==> config.mk <==
export PLATFORM = sky130hd
export DESIGN_NAME = dtc_top
export DESIGN_NICKNAME = d
export VERILOG_FILES = /design/src/dtc_pkg.sv /design/src/dtc_cnt_if.sv /design/src/dtc_count_unit.sv /design/src/dtc_top.sv
export SDC_FILE = /design/constraint.sdc
export NUM_CORES = 1
export LEC_CHECK = 0
export ABC_AREA = 1
export BUFFER_PORTS_ARGS = -buffer_cell sky130_fd_sc_hd__clkbuf_2
export CORE_UTILIZATION = 50
export DETAILED_ROUTE_END_ITERATION = 12
export PLACE_DENSITY = 0.71
export SLEW_MARGIN = 20
export SYNTH_ARGS = -nofsm -noshare
export SYNTH_HDL_FRONTEND = slang
export SYNTH_HIERARCHICAL = 1
export SYNTH_SLANG_ARGS = --single-unit
==> constraint.sdc <==
create_clock -name ref_clk_i -period 1.7 [get_ports ref_clk_i]
set_input_delay 0 -clock ref_clk_i [delete_from_list [all_inputs] [get_ports ref_clk_i]]
set_output_delay 0 -clock ref_clk_i [all_outputs]
set_load 0.03 [all_outputs]
==> src/dtc_pkg.sv <==
// Constants, types and register map of the dual timer/counter.
package dtc_pkg;

  typedef logic [7:0] dtc_addr_t;
  typedef logic [7:0] dtc_byte_t;

  typedef enum logic [1:0] {
    DTC_MODE_13BIT  = 2'h0,
    DTC_MODE_16BIT  = 2'h1,
    DTC_MODE_RELOAD = 2'h2,
    DTC_MODE_SPLIT  = 2'h3
  } dtc_mode_t;

  typedef enum logic [2:0] {
    DTC_SEL_NONE,
    DTC_SEL_CTRL,
    DTC_SEL_MODE,
    DTC_SEL_LO_A,
    DTC_SEL_LO_B,
    DTC_SEL_HI_A,
    DTC_SEL_HI_B
  } dtc_sel_t;

  localparam dtc_addr_t DTC_ADDR_CTRL = 8'h88;
  localparam dtc_addr_t DTC_ADDR_MODE = 8'h89;
  localparam dtc_addr_t DTC_ADDR_LO_A = 8'h8A;
  localparam dtc_addr_t DTC_ADDR_LO_B = 8'h8B;
  localparam dtc_addr_t DTC_ADDR_HI_A = 8'h8C;
  localparam dtc_addr_t DTC_ADDR_HI_B = 8'h8D;

  localparam dtc_byte_t DTC_RST_CTRL  = 8'h00;
  localparam dtc_byte_t DTC_RST_MODE  = 8'h00;
  localparam dtc_byte_t DTC_RST_COUNT = 8'h00;
  localparam dtc_byte_t DTC_READ_IDLE = 8'h00;

  // Control register fields, per unit u (0 = A, 1 = B).
  localparam int DTC_CTRL_TYPE_LSB = 0;
  localparam int DTC_CTRL_EXT_LSB  = 1;
  localparam int DTC_CTRL_RUN_LSB  = 4;
  localparam int DTC_CTRL_OVF_LSB  = 5;
  localparam int DTC_CTRL_STRIDE   = 2;

  // Mode register fields, per unit u at base u * DTC_MODE_STRIDE.
  localparam int DTC_MODE_FIELD_LSB = 0;
  localparam int DTC_MODE_CT_BIT    = 2;
  localparam int DTC_MODE_GATE_BIT  = 3;
  localparam int DTC_MODE_STRIDE    = 4;

  // Machine cycle timing.
  localparam int         DTC_OSC_PER_MC = 12;
  localparam logic [3:0] DTC_MC_LAST    = 4'(DTC_OSC_PER_MC - 1);
  localparam logic [3:0] DTC_MC_RST     = 4'h0;
  // Pins idle high; a low reset value would look like a level or edge event.
  localparam logic [3:0] DTC_PIN_IDLE   = 4'hF;

  localparam logic [4:0] DTC_PRESC_FULL = 5'h1F;
  localparam dtc_byte_t  DTC_BYTE_FULL  = 8'hFF;

endpackage : dtc_pkg

==> src/dtc_cnt_if.sv <==
// Signals between the control logic and one count unit.
`timescale 1ns/10ps
interface dtc_cnt_if;
  import dtc_pkg::*;

  dtc_mode_t mode;
  logic      ct;
  logic      gate;
  logic      run;
  logic      gate_lvl;
  logic      tick;
  logic      fall;
  logic      hi_run;
  logic      wr_lo;
  logic      wr_hi;
  dtc_byte_t wdata;
  dtc_byte_t lo;
  dtc_byte_t hi;
  logic      ovf;
  logic      ovf_hi;

  modport unit (
    input  mode, ct, gate, run, gate_lvl, tick, fall, hi_run, wr_lo, wr_hi, wdata,
    output lo, hi, ovf, ovf_hi
  );

  modport ctrl (
    output mode, ct, gate, run, gate_lvl, tick, fall, hi_run, wr_lo, wr_hi, wdata,
    input  lo, hi, ovf, ovf_hi
  );

endinterface : dtc_cnt_if

==> src/dtc_count_unit.sv <==
// One 16-bit count unit with its four modes.
`timescale 1ns/10ps
module dtc_count_unit #(
  parameter bit SPLIT_OK = 1'b1
) (
  input  wire logic   ref_clk_i,
  input  wire logic   rst_i,
  dtc_cnt_if.unit     cnt
);
  import dtc_pkg::*;

  logic      enable;
  logic      inc;
  logic      hi_inc;
  dtc_byte_t next_lo;
  dtc_byte_t next_hi;
  dtc_byte_t lo;
  dtc_byte_t hi;

  always_comb begin
    enable      = cnt.run & (~cnt.gate | cnt.gate_lvl);
    inc         = enable & (cnt.ct ? cnt.fall : cnt.tick);
    hi_inc      = cnt.tick & cnt.hi_run;
    next_lo     = lo;
    next_hi     = hi;
    cnt.ovf     = 1'b0;
    cnt.ovf_hi  = 1'b0;
    case (cnt.mode)
      DTC_MODE_13BIT: begin
        if (inc) begin
          // Upper three low bits are left alone; software must ignore them.
          next_lo = {lo[7:5], 5'(lo[4:0] + 5'h01)};
          if (lo[4:0] == DTC_PRESC_FULL) begin
            next_hi = 8'(hi + 8'h01);
            cnt.ovf = (hi == DTC_BYTE_FULL);
          end
        end
      end
      DTC_MODE_16BIT: begin
        if (inc) begin
          {next_hi, next_lo} = 16'({hi, lo} + 16'h0001);
          cnt.ovf = ({hi, lo} == {DTC_BYTE_FULL, DTC_BYTE_FULL});
        end
      end
      DTC_MODE_RELOAD: begin
        // Unit B has no reload mode and holds still here.
        if (SPLIT_OK && inc) begin
          if (lo == DTC_BYTE_FULL) begin
            next_lo = hi;
            cnt.ovf = 1'b1;
          end else begin
            next_lo = 8'(lo + 8'h01);
          end
        end
      end
      default: begin
        // Split on unit A; on unit B this encoding halts the count.
        if (SPLIT_OK) begin
          if (inc) begin
            next_lo = 8'(lo + 8'h01);
            cnt.ovf = (lo == DTC_BYTE_FULL);
          end
          if (hi_inc) begin
            next_hi    = 8'(hi + 8'h01);
            cnt.ovf_hi = (hi == DTC_BYTE_FULL);
          end
        end
      end
    endcase
  end

  // A software write to a byte wins over a count in the same cycle.
  always_ff @(posedge ref_clk_i or posedge rst_i) begin
    if (rst_i) begin
      lo <= DTC_RST_COUNT;
    end else begin
      lo <= cnt.wr_lo ? cnt.wdata : next_lo;
    end
  end

  always_ff @(posedge ref_clk_i or posedge rst_i) begin
    if (rst_i) begin
      hi <= DTC_RST_COUNT;
    end else begin
      hi <= cnt.wr_hi ? cnt.wdata : next_hi;
    end
  end

  assign cnt.lo = lo;
  assign cnt.hi = hi;

endmodule : dtc_count_unit

==> src/dtc_top.sv <==
// Dual timer/counter: register port, pin sampling, flags and two count units.
//
// Function
// - Timer function counts one per machine cycle of twelve oscillator periods.
// - Counter function samples event pin each machine cycle, counts high-then-low.
// - New count shows in the machine cycle after the falling edge is seen.
// - Edge recognition spans two machine cycles; peak rate is clock over 24.
// - 13-bit mode uses high byte plus low five bits; upper three undefined.
// - Rollover from all ones to zeros sets unit overflow flag and requests interrupt.
// - Unit counts only with run bit set and gating off or gate pin high.
// - Setting run bit keeps count bytes; counting resumes from held value.
// - 16-bit mode cascades both bytes fully, no prescaler.
// - Unit A reload mode: low overflow sets flag, copies high into low.
// - Unit A split: low byte under A controls; high byte times on B run, flag.
// - Unit B in split encoding stops counting.
// - Unit B reload mode is not implemented.
// - Each unit B overflow sends one pulse to the serial port.
// - Source select clear picks machine cycles; set picks event pin.
// - Mode field: 00 13-bit, 01 16-bit, 10 auto-reload, 11 split or stopped.
// - Mode and run-bit writes take effect at end of the current machine cycle; flag and type bits change at once.
// - Gate pins keep their normal external interrupt function in every mode.
// - Overflow flags set on overflow, cleared by hardware when vectoring.
// - Control register at 88: ovf B, run B, ovf A, run A, ext B, type B, ext A, type A.
// - External flag set on detected edge, cleared when processed; type picks edge or level.
`timescale 1ns/10ps
module dtc_top (
  input  wire logic              ref_clk_i,
  input  wire logic              rst_i,
  input  wire dtc_pkg::dtc_addr_t reg_addr_i,
  input  wire dtc_pkg::dtc_byte_t reg_wdata_i,
  input  wire logic              reg_wr_i,
  input  wire logic              reg_rd_i,
  output      dtc_pkg::dtc_byte_t reg_rdata_o,
  input  wire logic              event_pin_a_i,
  input  wire logic              event_pin_b_i,
  input  wire logic              gate_input_a_i,
  input  wire logic              gate_input_b_i,
  input  wire logic              ovf_vector_a_i,
  input  wire logic              ovf_vector_b_i,
  input  wire logic              ext_vector_a_i,
  input  wire logic              ext_vector_b_i,
  output logic                   overflow_irq_a_o,
  output logic                   overflow_irq_b_o,
  output logic                   ext_irq_a_o,
  output logic                   ext_irq_b_o,
  output logic                   serial_baud_tick_o
);
  import dtc_pkg::*;

  //////////////////////////////////////////////////////////////////////////////////////////

  function automatic dtc_sel_t reg_decode(input dtc_addr_t addr);
    case (addr)
      DTC_ADDR_CTRL: reg_decode = DTC_SEL_CTRL;
      DTC_ADDR_MODE: reg_decode = DTC_SEL_MODE;
      DTC_ADDR_LO_A: reg_decode = DTC_SEL_LO_A;
      DTC_ADDR_LO_B: reg_decode = DTC_SEL_LO_B;
      DTC_ADDR_HI_A: reg_decode = DTC_SEL_HI_A;
      DTC_ADDR_HI_B: reg_decode = DTC_SEL_HI_B;
      default:       reg_decode = DTC_SEL_NONE;
    endcase
  endfunction : reg_decode

  //////////////////////////////////////////////////////////////////////////////////////////

  logic [3:0] mc_cnt;
  logic       mc_tick;
  logic       tick_d;
  logic [3:0] pin_raw;
  logic [3:0] pin_meta;
  logic [3:0] pin_sync;
  logic [3:0] pin_smp;
  logic [3:0] fall_pulse;
  dtc_byte_t  mode_reg;
  dtc_byte_t  eff_mode;
  logic [1:0] run_bit;
  logic [1:0] eff_run;
  logic [1:0] ovf_flag;
  logic [1:0] ext_flag;
  logic [1:0] ext_type;
  logic [1:0] ovf_vector;
  logic [1:0] ext_vector;
  logic [1:0] set_ovf;
  logic [1:0] unit_ovf;
  logic       a_split;
  dtc_sel_t   wr_sel;
  dtc_byte_t  ctrl_view;
  dtc_byte_t  next_rdata;
  dtc_byte_t  cnt_lo [2];
  dtc_byte_t  cnt_hi [2];
  logic       hi_ovf_a;

  assign pin_raw    = {gate_input_b_i, gate_input_a_i, event_pin_b_i, event_pin_a_i};
  assign ovf_vector = {ovf_vector_b_i, ovf_vector_a_i};
  assign ext_vector = {ext_vector_b_i, ext_vector_a_i};
  assign wr_sel     = reg_wr_i ? reg_decode(reg_addr_i) : DTC_SEL_NONE;

  //////////////////////////////////////////////////////////////////////////////////////////
  // Machine cycle generator.

  always_ff @(posedge ref_clk_i or posedge rst_i) begin
    if (rst_i) begin
      mc_cnt <= DTC_MC_RST;
    end else if (mc_cnt == DTC_MC_LAST) begin
      mc_cnt <= DTC_MC_RST;
    end else begin
      mc_cnt <= 4'(mc_cnt + 4'h1);
    end
  end

  assign mc_tick = (mc_cnt == DTC_MC_LAST);

  // Delayed tick lines up timer counting with the registered edge pulse.
  always_ff @(posedge ref_clk_i or posedge rst_i) begin
    if (rst_i) begin
      tick_d <= 1'b0;
    end else begin
      tick_d <= mc_tick;
    end
  end

  //////////////////////////////////////////////////////////////////////////////////////////
  // Pin synchronisers and once-per-machine-cycle sampling.

  always_ff @(posedge ref_clk_i or posedge rst_i) begin
    if (rst_i) begin
      pin_meta <= DTC_PIN_IDLE;
      pin_sync <= DTC_PIN_IDLE;
    end else begin
      pin_meta <= pin_raw;
      pin_sync <= pin_meta;
    end
  end

  // A pulse shorter than one machine cycle may be missed entirely.
  always_ff @(posedge ref_clk_i or posedge rst_i) begin
    if (rst_i) begin
      pin_smp <= DTC_PIN_IDLE;
    end else if (mc_tick) begin
      pin_smp <= pin_sync;
    end
  end

  // High in the last sample and low in this one: one edge, one count.
  always_ff @(posedge ref_clk_i or posedge rst_i) begin
    if (rst_i) begin
      fall_pulse <= 4'h0;
    end else begin
      fall_pulse <= mc_tick ? (pin_smp & ~pin_sync) : 4'h0;
    end
  end

  //////////////////////////////////////////////////////////////////////////////////////////
  // Software-visible mode and run bits, and their effective copies.

  always_ff @(posedge ref_clk_i or posedge rst_i) begin
    if (rst_i) begin
      mode_reg <= DTC_RST_MODE;
    end else if (wr_sel == DTC_SEL_MODE) begin
      mode_reg <= reg_wdata_i;
    end
  end

  // Run bits only gate counting; they never touch the count bytes.
  always_ff @(posedge ref_clk_i or posedge rst_i) begin
    if (rst_i) begin
      run_bit <= 2'h0;
    end else if (wr_sel == DTC_SEL_CTRL) begin
      for (int u = 0; u < 2; u++) begin
        run_bit[u] <= reg_wdata_i[DTC_CTRL_RUN_LSB + u * DTC_CTRL_STRIDE];
      end
    end
  end

  // Changes reach the counters only at the close of the machine cycle.
  always_ff @(posedge ref_clk_i or posedge rst_i) begin
    if (rst_i) begin
      eff_mode <= DTC_RST_MODE;
      eff_run  <= 2'h0;
    end else if (mc_tick) begin
      eff_mode <= mode_reg;
      eff_run  <= run_bit;
    end
  end

  assign a_split = (dtc_mode_t'(eff_mode[DTC_MODE_FIELD_LSB +: 2]) == DTC_MODE_SPLIT);

  //////////////////////////////////////////////////////////////////////////////////////////
  // Count units.

  for (genvar u = 0; u < 2; u++) begin : g_unit
    dtc_cnt_if cnt_bus ();

    assign cnt_bus.mode     = dtc_mode_t'(eff_mode[u * DTC_MODE_STRIDE + DTC_MODE_FIELD_LSB +: 2]);
    assign cnt_bus.ct       = eff_mode[u * DTC_MODE_STRIDE + DTC_MODE_CT_BIT];
    assign cnt_bus.gate     = eff_mode[u * DTC_MODE_STRIDE + DTC_MODE_GATE_BIT];
    assign cnt_bus.gate_lvl = pin_smp[2 + u];
    assign cnt_bus.tick     = tick_d;
    assign cnt_bus.fall     = fall_pulse[u];
    assign cnt_bus.wdata    = reg_wdata_i;
    assign cnt_bus.wr_lo    = (wr_sel == ((u == 0) ? DTC_SEL_LO_A : DTC_SEL_LO_B));
    assign cnt_bus.wr_hi    = (wr_sel == ((u == 0) ? DTC_SEL_HI_A : DTC_SEL_HI_B));
    if (u == 0) begin : g_a
      assign cnt_bus.run    = eff_run[0];
      assign cnt_bus.hi_run = eff_run[1];
    end else begin : g_b
      // With A split, B lost its run bit and runs until put in reload or split encoding.
      assign cnt_bus.run    = a_split | eff_run[1];
      assign cnt_bus.hi_run = 1'b0;
    end

    dtc_count_unit #(
      .SPLIT_OK (u == 0)
    ) u_count (
      .ref_clk_i (ref_clk_i),
      .rst_i     (rst_i),
      .cnt       (cnt_bus.unit)
    );

    assign cnt_lo[u]   = cnt_bus.lo;
    assign cnt_hi[u]   = cnt_bus.hi;
    assign unit_ovf[u] = cnt_bus.ovf;
    if (u == 0) begin : g_hi_ovf
      assign hi_ovf_a = cnt_bus.ovf_hi;
    end
  end

  //////////////////////////////////////////////////////////////////////////////////////////
  // Overflow flags and serial pulse.

  assign set_ovf[0] = unit_ovf[0];
  assign set_ovf[1] = a_split ? hi_ovf_a : unit_ovf[1];

  // Hardware set beats both the vector clear and a software write.
  always_ff @(posedge ref_clk_i or posedge rst_i) begin
    if (rst_i) begin
      ovf_flag <= 2'h0;
    end else begin
      for (int u = 0; u < 2; u++) begin
        if (set_ovf[u]) begin
          ovf_flag[u] <= 1'b1;
        end else if (ovf_vector[u]) begin
          ovf_flag[u] <= 1'b0;
        end else if (wr_sel == DTC_SEL_CTRL) begin
          ovf_flag[u] <= reg_wdata_i[DTC_CTRL_OVF_LSB + u * DTC_CTRL_STRIDE];
        end
      end
    end
  end

  // Unit B overflows pace the serial port even when its flag is lent out.
  always_ff @(posedge ref_clk_i or posedge rst_i) begin
    if (rst_i) begin
      serial_baud_tick_o <= 1'b0;
    end else begin
      serial_baud_tick_o <= unit_ovf[1];
    end
  end

  //////////////////////////////////////////////////////////////////////////////////////////
  // External interrupt flags on the gate pins, independent of counting.

  always_ff @(posedge ref_clk_i or posedge rst_i) begin
    if (rst_i) begin
      ext_type <= 2'h0;
    end else if (wr_sel == DTC_SEL_CTRL) begin
      for (int u = 0; u < 2; u++) begin
        ext_type[u] <= reg_wdata_i[DTC_CTRL_TYPE_LSB + u * DTC_CTRL_STRIDE];
      end
    end
  end

  always_ff @(posedge ref_clk_i or posedge rst_i) begin
    if (rst_i) begin
      ext_flag <= 2'h0;
    end else begin
      for (int u = 0; u < 2; u++) begin
        if (!ext_type[u]) begin
          ext_flag[u] <= ~pin_smp[2 + u];
        end else if (fall_pulse[2 + u]) begin
          ext_flag[u] <= 1'b1;
        end else if (ext_vector[u]) begin
          ext_flag[u] <= 1'b0;
        end else if (wr_sel == DTC_SEL_CTRL) begin
          ext_flag[u] <= reg_wdata_i[DTC_CTRL_EXT_LSB + u * DTC_CTRL_STRIDE];
        end
      end
    end
  end

  assign overflow_irq_a_o = ovf_flag[0];
  assign overflow_irq_b_o = ovf_flag[1];
  assign ext_irq_a_o      = ext_flag[0];
  assign ext_irq_b_o      = ext_flag[1];

  //////////////////////////////////////////////////////////////////////////////////////////
  // Register read port.

  assign ctrl_view = {ovf_flag[1], run_bit[1], ovf_flag[0], run_bit[0],
                      ext_flag[1], ext_type[1], ext_flag[0], ext_type[0]};

  always_comb begin
    case (reg_decode(reg_addr_i))
      DTC_SEL_CTRL: next_rdata = ctrl_view;
      DTC_SEL_MODE: next_rdata = mode_reg;
      DTC_SEL_LO_A: next_rdata = cnt_lo[0];
      DTC_SEL_LO_B: next_rdata = cnt_lo[1];
      DTC_SEL_HI_A: next_rdata = cnt_hi[0];
      DTC_SEL_HI_B: next_rdata = cnt_hi[1];
      default:      next_rdata = DTC_READ_IDLE;
    endcase
  end

  // Data is valid only in the cycle after the read strobe.
  always_ff @(posedge ref_clk_i or posedge rst_i) begin
    if (rst_i) begin
      reg_rdata_o <= DTC_READ_IDLE;
    end else if (reg_rd_i) begin
      reg_rdata_o <= next_rdata;
    end else begin
      reg_rdata_o <= DTC_READ_IDLE;
    end
  end

endmodule : dtc_top

Word-level counts from Yosys, hierarchy flattened
Cells that the tools add are included.
{"block": "op_classes", "n_addsub": 8, "n_eq_ne": 43, "muxes": 58, "bitwise_logic": 14, "reduce_logical": 16}
{"cell": "8-bit 2-to-1 mux", "n": 17}
{"cell": "8-bit equality test (second input constant)", "n": 9}
{"cell": "8-bit one-hot mux with 3 select lines", "n": 2}
{"cell": "8-bit one-hot mux with 6 select lines", "n": 1}
{"cell": "16-bit by 1-bit adder with 16-bit output (second input constant)", "n": 2}
{"cell": "16-bit equality test (second input constant)", "n": 2}
{"cell": "8-bit one-hot mux with 2 select lines", "n": 2}
{"cell": "1-bit 2-to-1 mux", "n": 28}
{"cell": "8-bit by 1-bit adder with 8-bit output (second input constant)", "n": 3}
{"cell": "3-bit by 2-bit inequality test with 1-bit output (second input constant)", "n": 8}
{"cell": "3-bit equality test (second input constant)", "n": 6}
{"cell": "3-bit one-hot mux with 6 select lines", "n": 1}
{"cell": "3-bit by 2-bit equality test with 1-bit output (second input constant)", "n": 4}
{"cell": "3-bit nonzero test", "n": 4}
{"cell": "5-bit by 1-bit adder with 5-bit output (second input constant)", "n": 2}
{"cell": "5-bit equality test (second input constant)", "n": 2}
{"cell": "5-bit 2-to-1 mux", "n": 2}
{"cell": "4-bit 2-to-1 mux", "n": 2}
{"cell": "4-bit by 3-bit inequality test with 1-bit output (second input constant)", "n": 2}
{"cell": "3-bit by 1-bit equality test with 1-bit output (second input constant)", "n": 2}
{"cell": "2-bit inequality test (second input constant)", "n": 3}
{"cell": "3-bit AND reduction", "n": 2}
{"cell": "2-bit nonzero test", "n": 3}
{"cell": "1-bit bitwise AND", "n": 5}
{"cell": "other kinds (17)", "n": 25}
{"block": "word_totals", "register_bits": 88, "output_inout_bits": 13, "elab_cells": 162}

Logic depth before layout (Yosys ltp)
Gate-level depths: netlist of run 1.
{"block": "depth", "ltp_word": 8, "mapped_depth": 12, "depth_no_buf": 12}

Modules after synthesis
The synthesis of run 1 kept the hierarchy.
{"module": "dtc_top", "instances": 1, "cells_per_inst": 302, "area_per_inst_um2": 2677.6}
{"module": "dtc_count_unit at g_unit[0].u_count", "instances": 1, "cells_per_inst": 240, "area_per_inst_um2": 1473.9}
{"module": "dtc_count_unit at g_unit[1].u_count", "instances": 1, "cells_per_inst": 220, "area_per_inst_um2": 1393.8}

Least setup slack after synthesis of run 1
Ideal clock, no wire load.
{"block": "synth_timing", "path_kind": "register -> register", "startpoint": "reg g_unit[0].u_count.lo[0]", "endpoint": "reg g_unit[0].u_count.hi[3]", "arrival_time_ns": 1.616, "setup_slack_ns": 0.020, "path_stages_with_launch": 11, "path_buffers": 0, "cell_sequence": "dfrtp_1 > ha_1 > nand2_1 > nor2_4 > ha_1 > inv_1 > a21oi_2 > nand3_4 > a21oi_4 > nand3_1 > nand2_1"}
{"block": "synth_via", "elab_chain_len": 4, "elab_cells_between_ends": 7, "classes_between": "add/sub (1); eq/ne (2); mux (3); reduce/logical (1)"}
{"element": "start: declaration", "line_no": "dtc_count_unit.sv:17", "source": "dtc_byte_t lo;"}
{"element": "start signal: assignment", "line_no": "dtc_count_unit.sv:77", "source": "lo <= cnt.wr_lo ? cnt.wdata : next_lo;"}
{"element": "16-bit by 1-bit adder with 16-bit output", "line_no": "dtc_count_unit.sv:41", "source": "{next_hi, next_lo} = 16'({hi, lo} + 16'h0001);"}
{"element": "8-bit 2-to-1 mux", "line_no": "dtc_count_unit.sv:40", "source": "if (inc) begin"}
{"element": "8-bit one-hot mux with 3 select lines", "line_no": "dtc_count_unit.sv:28", "source": "case (cnt.mode)"}
{"element": "8-bit 2-to-1 mux", "line_no": "dtc_count_unit.sv:85", "source": "hi <= cnt.wr_hi ? cnt.wdata : next_hi;"}
{"element": "end signal: assignment", "line_no": "dtc_count_unit.sv:85"}
{"element": "end: declaration", "line_no": "dtc_count_unit.sv:18", "source": "dtc_byte_t hi;"}
Several ways; a longest one is shown, not always the timed one. The select of a mux whose other input is x is not followed.
A chain may end at the register's enable or synchronous reset.

Worst setup path in the final report of run 1
{"block": "layout_timing", "startpoint": "reg g_unit[0].u_count.lo[0]", "endpoint": "reg g_unit[0].u_count.hi[4]"}
The elaborated chain is that of the path after synthesis.

==> run_results.csv, run 1 <==
group,metric,value,unit
status,status,"finished with violations",
status,failed_checks,"setup timing",
route,post_drt_wl_per_cell,15.8,microns
sta,final.period_utilization,1.03,
cells_and_area,syn2layout_area_growth,20.1,%
worst_hold_path,min_to,"mode_reg[4]",
route,antenna_left,0,
floorplan,start_util,0.512,
critical_path,arrival,2.07,ns
sta,fin_crit,1.76,ns
global_route,grt_pass1_vias,5117,
yosys,netlist_area,0.00553,sq mm
yosys,synthCells,759,
route,post-route-drc-count,0,
critical_path,crit_fanout,7,
critical_path,rr_worst_depth,10,
yosys,syn_area_per_cell,7.29,sq um
sta,rsz0062_at_grt,"true",
cells_and_area,diodes,0,
critical_path,critPathTopFamily,"simple AND/OR/NAND/NOR gates",
power_and_ir_drop,power_density,680,mW/mm^2
placement,dp_hpwl,12000,microns
placement,placed_cell_area,0.00620,sq mm
critical_path,r2r_slack,-0.06,ns
floorplan,core_area,0.0108,sq mm
route,drt-pass1-iter-count,7,
critical_path,timing.rr.start,"g_unit[0].u_count/cnt.lo[0]",
cells_and_area,drive_gt1_frac,0.230,
clocking,insertion_delay,0.38,ns
global_route,antenna_found_initial,0,
critical_path,path_common_cell,"a21oi_4",
floorplan,die_y,107,microns
critical_path,timing.rr.end,"g_unit[0].u_count/cnt.hi[4]",
sta,tightest_slew,0.676,ns
clocking,cts_buffer_depth,2,
sta,slew_headroom,0.549,
placement,dp_cells,977,
cells_and_area,final_cell_area,0.00664,sq mm
power_and_ir_drop,ir_drop,0.000662,V
power_and_ir_drop,leakage,3.44,nW
global_route,groute.usage.overall,0.302,
floorplan,die_x,107,microns
critical_path,startpoint_type,"register",
sta,max_freq,569,MHz
cells_and_area,layout_common_cells,"238 x nand2_1, 121 x nand3_1, 81 x inv_1",
cells_and_area,final_common_cell,"nand2_1",
critical_path,max_stage_delay,0.41,ns
sta,worst_slack,-0.0562,ns
cells_and_area,reg_top3,"g_unit.u_count/cnt.hi (16), g_unit.u_count/cnt.lo (16)",
critical_path,cp_slowest_cell,"dfrtp_1",
clocking,cts_tree,"yes",
floorplan,die_area,0.0115,sq mm
floorplan,boundaryPins,41,
sta,setup-violations-final,7,
critical_path,path_buf_inv,1,
critical_path,crit_required,2.02,ns
sta,finalClockSkew,0.0120,ns
worst_hold_path,hold_depth,3,
sta,timing.final.hold_violations,0,
yosys,syn_nets,795,
route,vias,5472,
route,vias_per_cell,5.42,
yosys,ys_warn_count,6,
route,first_iter_violations,506,
global_route,gr-total-overflow,0,
floorplan,rows,38,
flow_run,drv_cap,0,
clocking,clock-sinks,88,
critical_path,endpoint_kind,"register",
placement,port_buffers,40,
global_route,grt_pass1_wl,26200,microns
critical_path,cp_cell_sequence,"ha_4 -> nand2_4 -> nor2_4 -> ha_2 -> inv_2 -> a21oi_4 -> nand3_4 -> a21oi_4 -> nand3_1 -> nand2_1",
clocking,h-tree-depth,3,
cells_and_area,nets,901,
critical_path,cp.depth,10,
clocking,cts_made_buffers,9,
critical_path,criticalPathCategory,"register to register",
cells_and_area,fillCellCount,979,
placement,globalplace.congestion,0.913,
global_route,grt_max_degree,57,
route,totalWireLength,15900,microns
sta,drv_slew,0,
clocking,cts_root_buf,"clkbuf_8",
clocking,path_clk_slew,0.10,ns
cells_and_area,finalNonFillerCells,1010,
worst_hold_path,hold_class,"input pin to register",
worst_hold_path,hold_start,"reg_wdata_i[4]",
## per-layer routing
layer  wire length (microns)  up-vias  track usage
met4                     506        0        0.121
met3                    1070       37       0.0486
met5                       0        -            0
met2                    7360      219        0.472
li1                        -     2656            -
met1                    6970     2560        0.418
## repair_timing
action                                 in CTS  in global routing
hold buffers                               12                  0
resized for setup                           8                 14
endpoints found under the hold margin     102                  0
setup buffers                               2                  3
setup endpoints to repair                   9                 12
pin swaps                                  12                 11
## how the worst max path moves through the flow
stage	startpoint	end
2_1_floorplan	g_unit[0].u_count/cnt.lo[0]	g_unit[0].u_count/cnt.hi[3]
3_3_place_gp	g_unit[0].u_count/cnt.lo[0]	g_unit[0].u_count/cnt.hi[3]
3_5_place_dp	g_unit[0].u_count/cnt.lo[1]	g_unit[0].u_count/cnt.hi[7]
4_1_cts	g_unit[0].u_count/cnt.lo[1]	g_unit[0].u_count/cnt.hi[5]
5_1_grt	g_unit[0].u_count/cnt.lo[0]	g_unit[0].u_count/cnt.hi[4]
6_report	g_unit[0].u_count/cnt.lo[0]	g_unit[0].u_count/cnt.hi[4]
## metrics by stage
step	setup WS [ns]	TNS, ns	util	total power [mW]	hold WS [ns]
after global placement	0.0298	0	0.575	3.01	0.0760
after floorplan	0.0196	0	-	2.73	-0.0863
final	-0.0562	-0.192	0.615	4.52	0.0229
after detailed placement	-0.0987	-0.586	0.575	3.04	0.0843
after CTS	-0.0574	-0.338	0.608	4.52	0.00621
after global routing	-0.130	-0.763	0.615	4.73	0.00681
## area by class of cell
| type | instances | area [sq um] | share of cell area |
|---|---|---|---|
| multi-input cells | 553 | 2880 | 0.434 |
| flip-flops and latches | 88 | 2220 | 0.334 |
| repair buffers | 108 | 761 | 0.115 |
| inverters | 105 | 405 | 0.0611 |
| well taps | 140 | 175 | 0.0264 |
| clock buffers | 9 | 124 | 0.0187 |
| clock inverters | 7 | 72.6 | 0.0109 |
## worst register-to-register path, cell delays in order (launching register included)
cell and delay (ns):
dfrtp_1 0.41, ha_4 0.17, nand2_4 0.05, nor2_4 0.08
ha_2 0.17, inv_2 0.05, a21oi_4 0.13, nand3_4 0.12
a21oi_4 0.30, nand3_1 0.13, nand2_1 0.08
## power by group
part           internal, mW  switching, mW  leakage [nW]  total, mW
combinational         0.282          0.453          2.21      0.735
clock                 0.577          0.880        0.0970       1.46
sequential             2.22          0.108          1.13       2.33
total                  3.08           1.44          3.44       4.52
No activity file was read; power rests on OpenSTA's default activity.
==> run 2: changes to the inputs <==
--- a/config.mk
+++ b/config.mk
@@ -7,6 +7,7 @@
 export LEC_CHECK = 0
 export ABC_AREA = 1
 export BUFFER_PORTS_ARGS = -buffer_cell sky130_fd_sc_hd__clkbuf_2
+export CORE_MARGIN = 2
 export CORE_UTILIZATION = 50
 export DETAILED_ROUTE_END_ITERATION = 12
 export PLACE_DENSITY = 0.71
==> run_results.csv, run 2 (synthesized netlist as in run 1, its figures left out) <==
group,metric,value,unit
status,status,"finished with violations",
status,failed_checks,"setup timing",
cells_and_area,nets,894,
cells_and_area,final_common_cell,"nand2_1",
route,vias,5488,
cells_and_area,syn2layout_area_growth,18.0,%
sta,final.period_utilization,1.02,
placement,port_buffers,40,
cells_and_area,final_util,0.605,
critical_path,max_stage_delay,0.38,ns
power_and_ir_drop,pwr-share-clk,0.312,
global_route,grt_pass1_vias,5225,
clocking,path_clk_slew,0.10,ns
placement,dp_cells,970,
floorplan,rows,38,
route,vias_per_cell,5.47,
placement,place_ws,-0.0464,ns
critical_path,arrival,2.04,ns
critical_path,endpoint_kind,"register",
placement,globalplace.congestion,0.943,
power_and_ir_drop,swShare,0.311,
clocking,clock-sinks,88,
critical_path,criticalPathCategory,"register to register",
power_and_ir_drop,p_int,3.03,mW
sta,finalClockSkew,0.0141,ns
power_and_ir_drop,switchingPower,1.37,mW
clocking,h-tree-depth,3,
critical_path,crit_required,1.99,ns
critical_path,startpoint_type,"register",
sta,tightest_slew,0.684,ns
cells_and_area,reg_top3,"g_unit.u_count/cnt.hi (16), g_unit.u_count/cnt.lo (16)",
sta,setup_tns,-0.156,ns
global_route,groute.usage.overall,0.283,
worst_hold_path,hold_class,"input pin to register",
floorplan,core_area,0.0108,sq mm
global_route,gr-total-overflow,0,
power_and_ir_drop,seq_power_share,0.527,
power_and_ir_drop,comb_power_share,0.161,
power_and_ir_drop,ir_drop,0.000653,V
route,antenna_left,0,
route,first_iter_violations,525,
floorplan,die_y,109,microns
power_and_ir_drop,power,4.40,mW
global_route,antenna_found_initial,0,
critical_path,crit_fanout,7,
critical_path,cp_slowest_cell,"dfrtp_1",
sta,fin_crit,1.74,ns
flow_run,drv_cap,0,
cells_and_area,layout_common_cells,"240 x nand2_1, 123 x nand3_1, 81 x inv_1",
clocking,cts_made_buffers,9,
floorplan,boundaryPins,41,
route,drt-pass1-iter-count,7,
route,post-route-drc-count,0,
floorplan,start_util,0.512,
sta,timing.final.hold_violations,0,
cells_and_area,drive_gt1_frac,0.217,
clocking,cts_buffer_depth,2,
sta,slew_headroom,0.544,
cells_and_area,finalNonFillerCells,1003,
sta,setup-violations-final,7,
route,post_drt_wl_per_cell,16.0,microns
sta,drv_slew,0,
critical_path,cp_cell_sequence,"ha_2 -> nand2_2 -> nor2_4 -> ha_2 -> inv_2 -> a21oi_4 -> nand3_4 -> a21oi_4 -> nand3_1 -> nand2_1",
global_route,grt_pass1_wl,25800,microns
sta,max_freq,575,MHz
floorplan,die_area,0.0119,sq mm
sta,rsz0062_at_grt,"true",
floorplan,die_x,109,microns
critical_path,path_buf_inv,1,
critical_path,critPathTopFamily,"simple AND/OR/NAND/NOR gates",
power_and_ir_drop,leakage,3.39,nW
clocking,cts_root_buf,"clkbuf_8",
route,totalWireLength,16000,microns
placement,dp_hpwl,11900,microns
global_route,grt_max_degree,47,
clocking,insertion_delay,0.36,ns
cells_and_area,diodes,0,
power_and_ir_drop,power_density,674,mW/mm^2
clocking,cts_tree,"yes",
sta,worst_slack,-0.0405,ns
cells_and_area,fillCellCount,970,
-- run 2: changes by cell type in the layout (fill, tap and decap cells not counted), moves of 2 or more --
cell,delta
nand2_1,+2
dlygate4sd3_1,-2
buf_4,-5
nand3_2,-2
inv_8,-2
nand3_1,+2
-- run 2: worst paths after layout --
kind,start,end,slack [ns],depth (start not counted)
min in group asynchronous,rst_i,reg_rdata_o[2],0.14,3
max in group asynchronous,rst_i,g_unit[0].u_count/cnt.hi[0],0.96,3
worst min register to register,pin_meta[2],pin_sync[2],0.36,0
worst max register to register,g_unit[0].u_count/cnt.lo[1],g_unit[0].u_count/cnt.hi[4],-0.04,10
worst max-delay path,g_unit[0].u_count/cnt.lo[1],g_unit[0].u_count/cnt.hi[4],-0.04,10
worst min-delay path,reg_wdata_i[0],g_unit[1].u_count/cnt.hi[0],0.02,3
-- run 2: power by group through the flow --
stage / Combinational, mW / Sequential (mW) / Clock [mW]
final: 0.706 / 2.32 / 1.37
after global routing: 0.780 / 2.33 / 1.51
after CTS: 0.698 / 2.32 / 1.41
after detailed placement: 0.669 / 2.36 / 0
after global placement: 0.656 / 2.35 / 0
after floorplan: 0.354 / 2.37 / 0
-- run 2: area by class of cell --
| cell class | instances | area [sq um] | area share |
|---|---|---|---|
| multi-input combinational | 553 | 2850 | 0.437 |
| sequential | 88 | 2220 | 0.340 |
| timing repair buffer | 101 | 703 | 0.108 |
| inverter | 105 | 405 | 0.0621 |
| tap | 140 | 175 | 0.0268 |
| clock buffer | 10 | 128 | 0.0196 |
| clock inverter | 6 | 48.8 | 0.00748 |
-- run 2: timing repair --
item                       in CTS  in global routing
hold endpoints to repair       86                  0
gates resized for setup         4                  9
setup buffers                   5                  2
hold buffers                   10                  0
pin swaps                       5                 10
setup endpoints to repair       7                 11
-- run 2: through the flow --
stage	hold WS, ns	instance area [sq um]
floorplan	-0.0863	5530
detailed placement	-0.0336	6150
global placement	-0.0383	6150
CTS	0.00304	6480
finish	0.0238	6530
global route	0.0131	6530
-- run 2: worst register-to-register path, stage by stage, from the launching register on --
cell     delay [ns]
dfrtp_1        0.38
ha_2           0.19
nand2_2        0.07
nor2_4         0.09
ha_2           0.18
inv_2          0.05
a21oi_4        0.13
nand3_4        0.13
a21oi_4        0.26
nand3_1        0.11
nand2_1        0.09
-- run 2: layer usage --
metal / vias to the layer above / GRT usage / wire length [microns]
met5: - / 0 / 0
met4: 0 / 0.118 / 672
met3: 56 / 0.0365 / 1230
met2: 245 / 0.451 / 7200
met1: 2548 / 0.389 / 6900
li1: 2639 / - / -
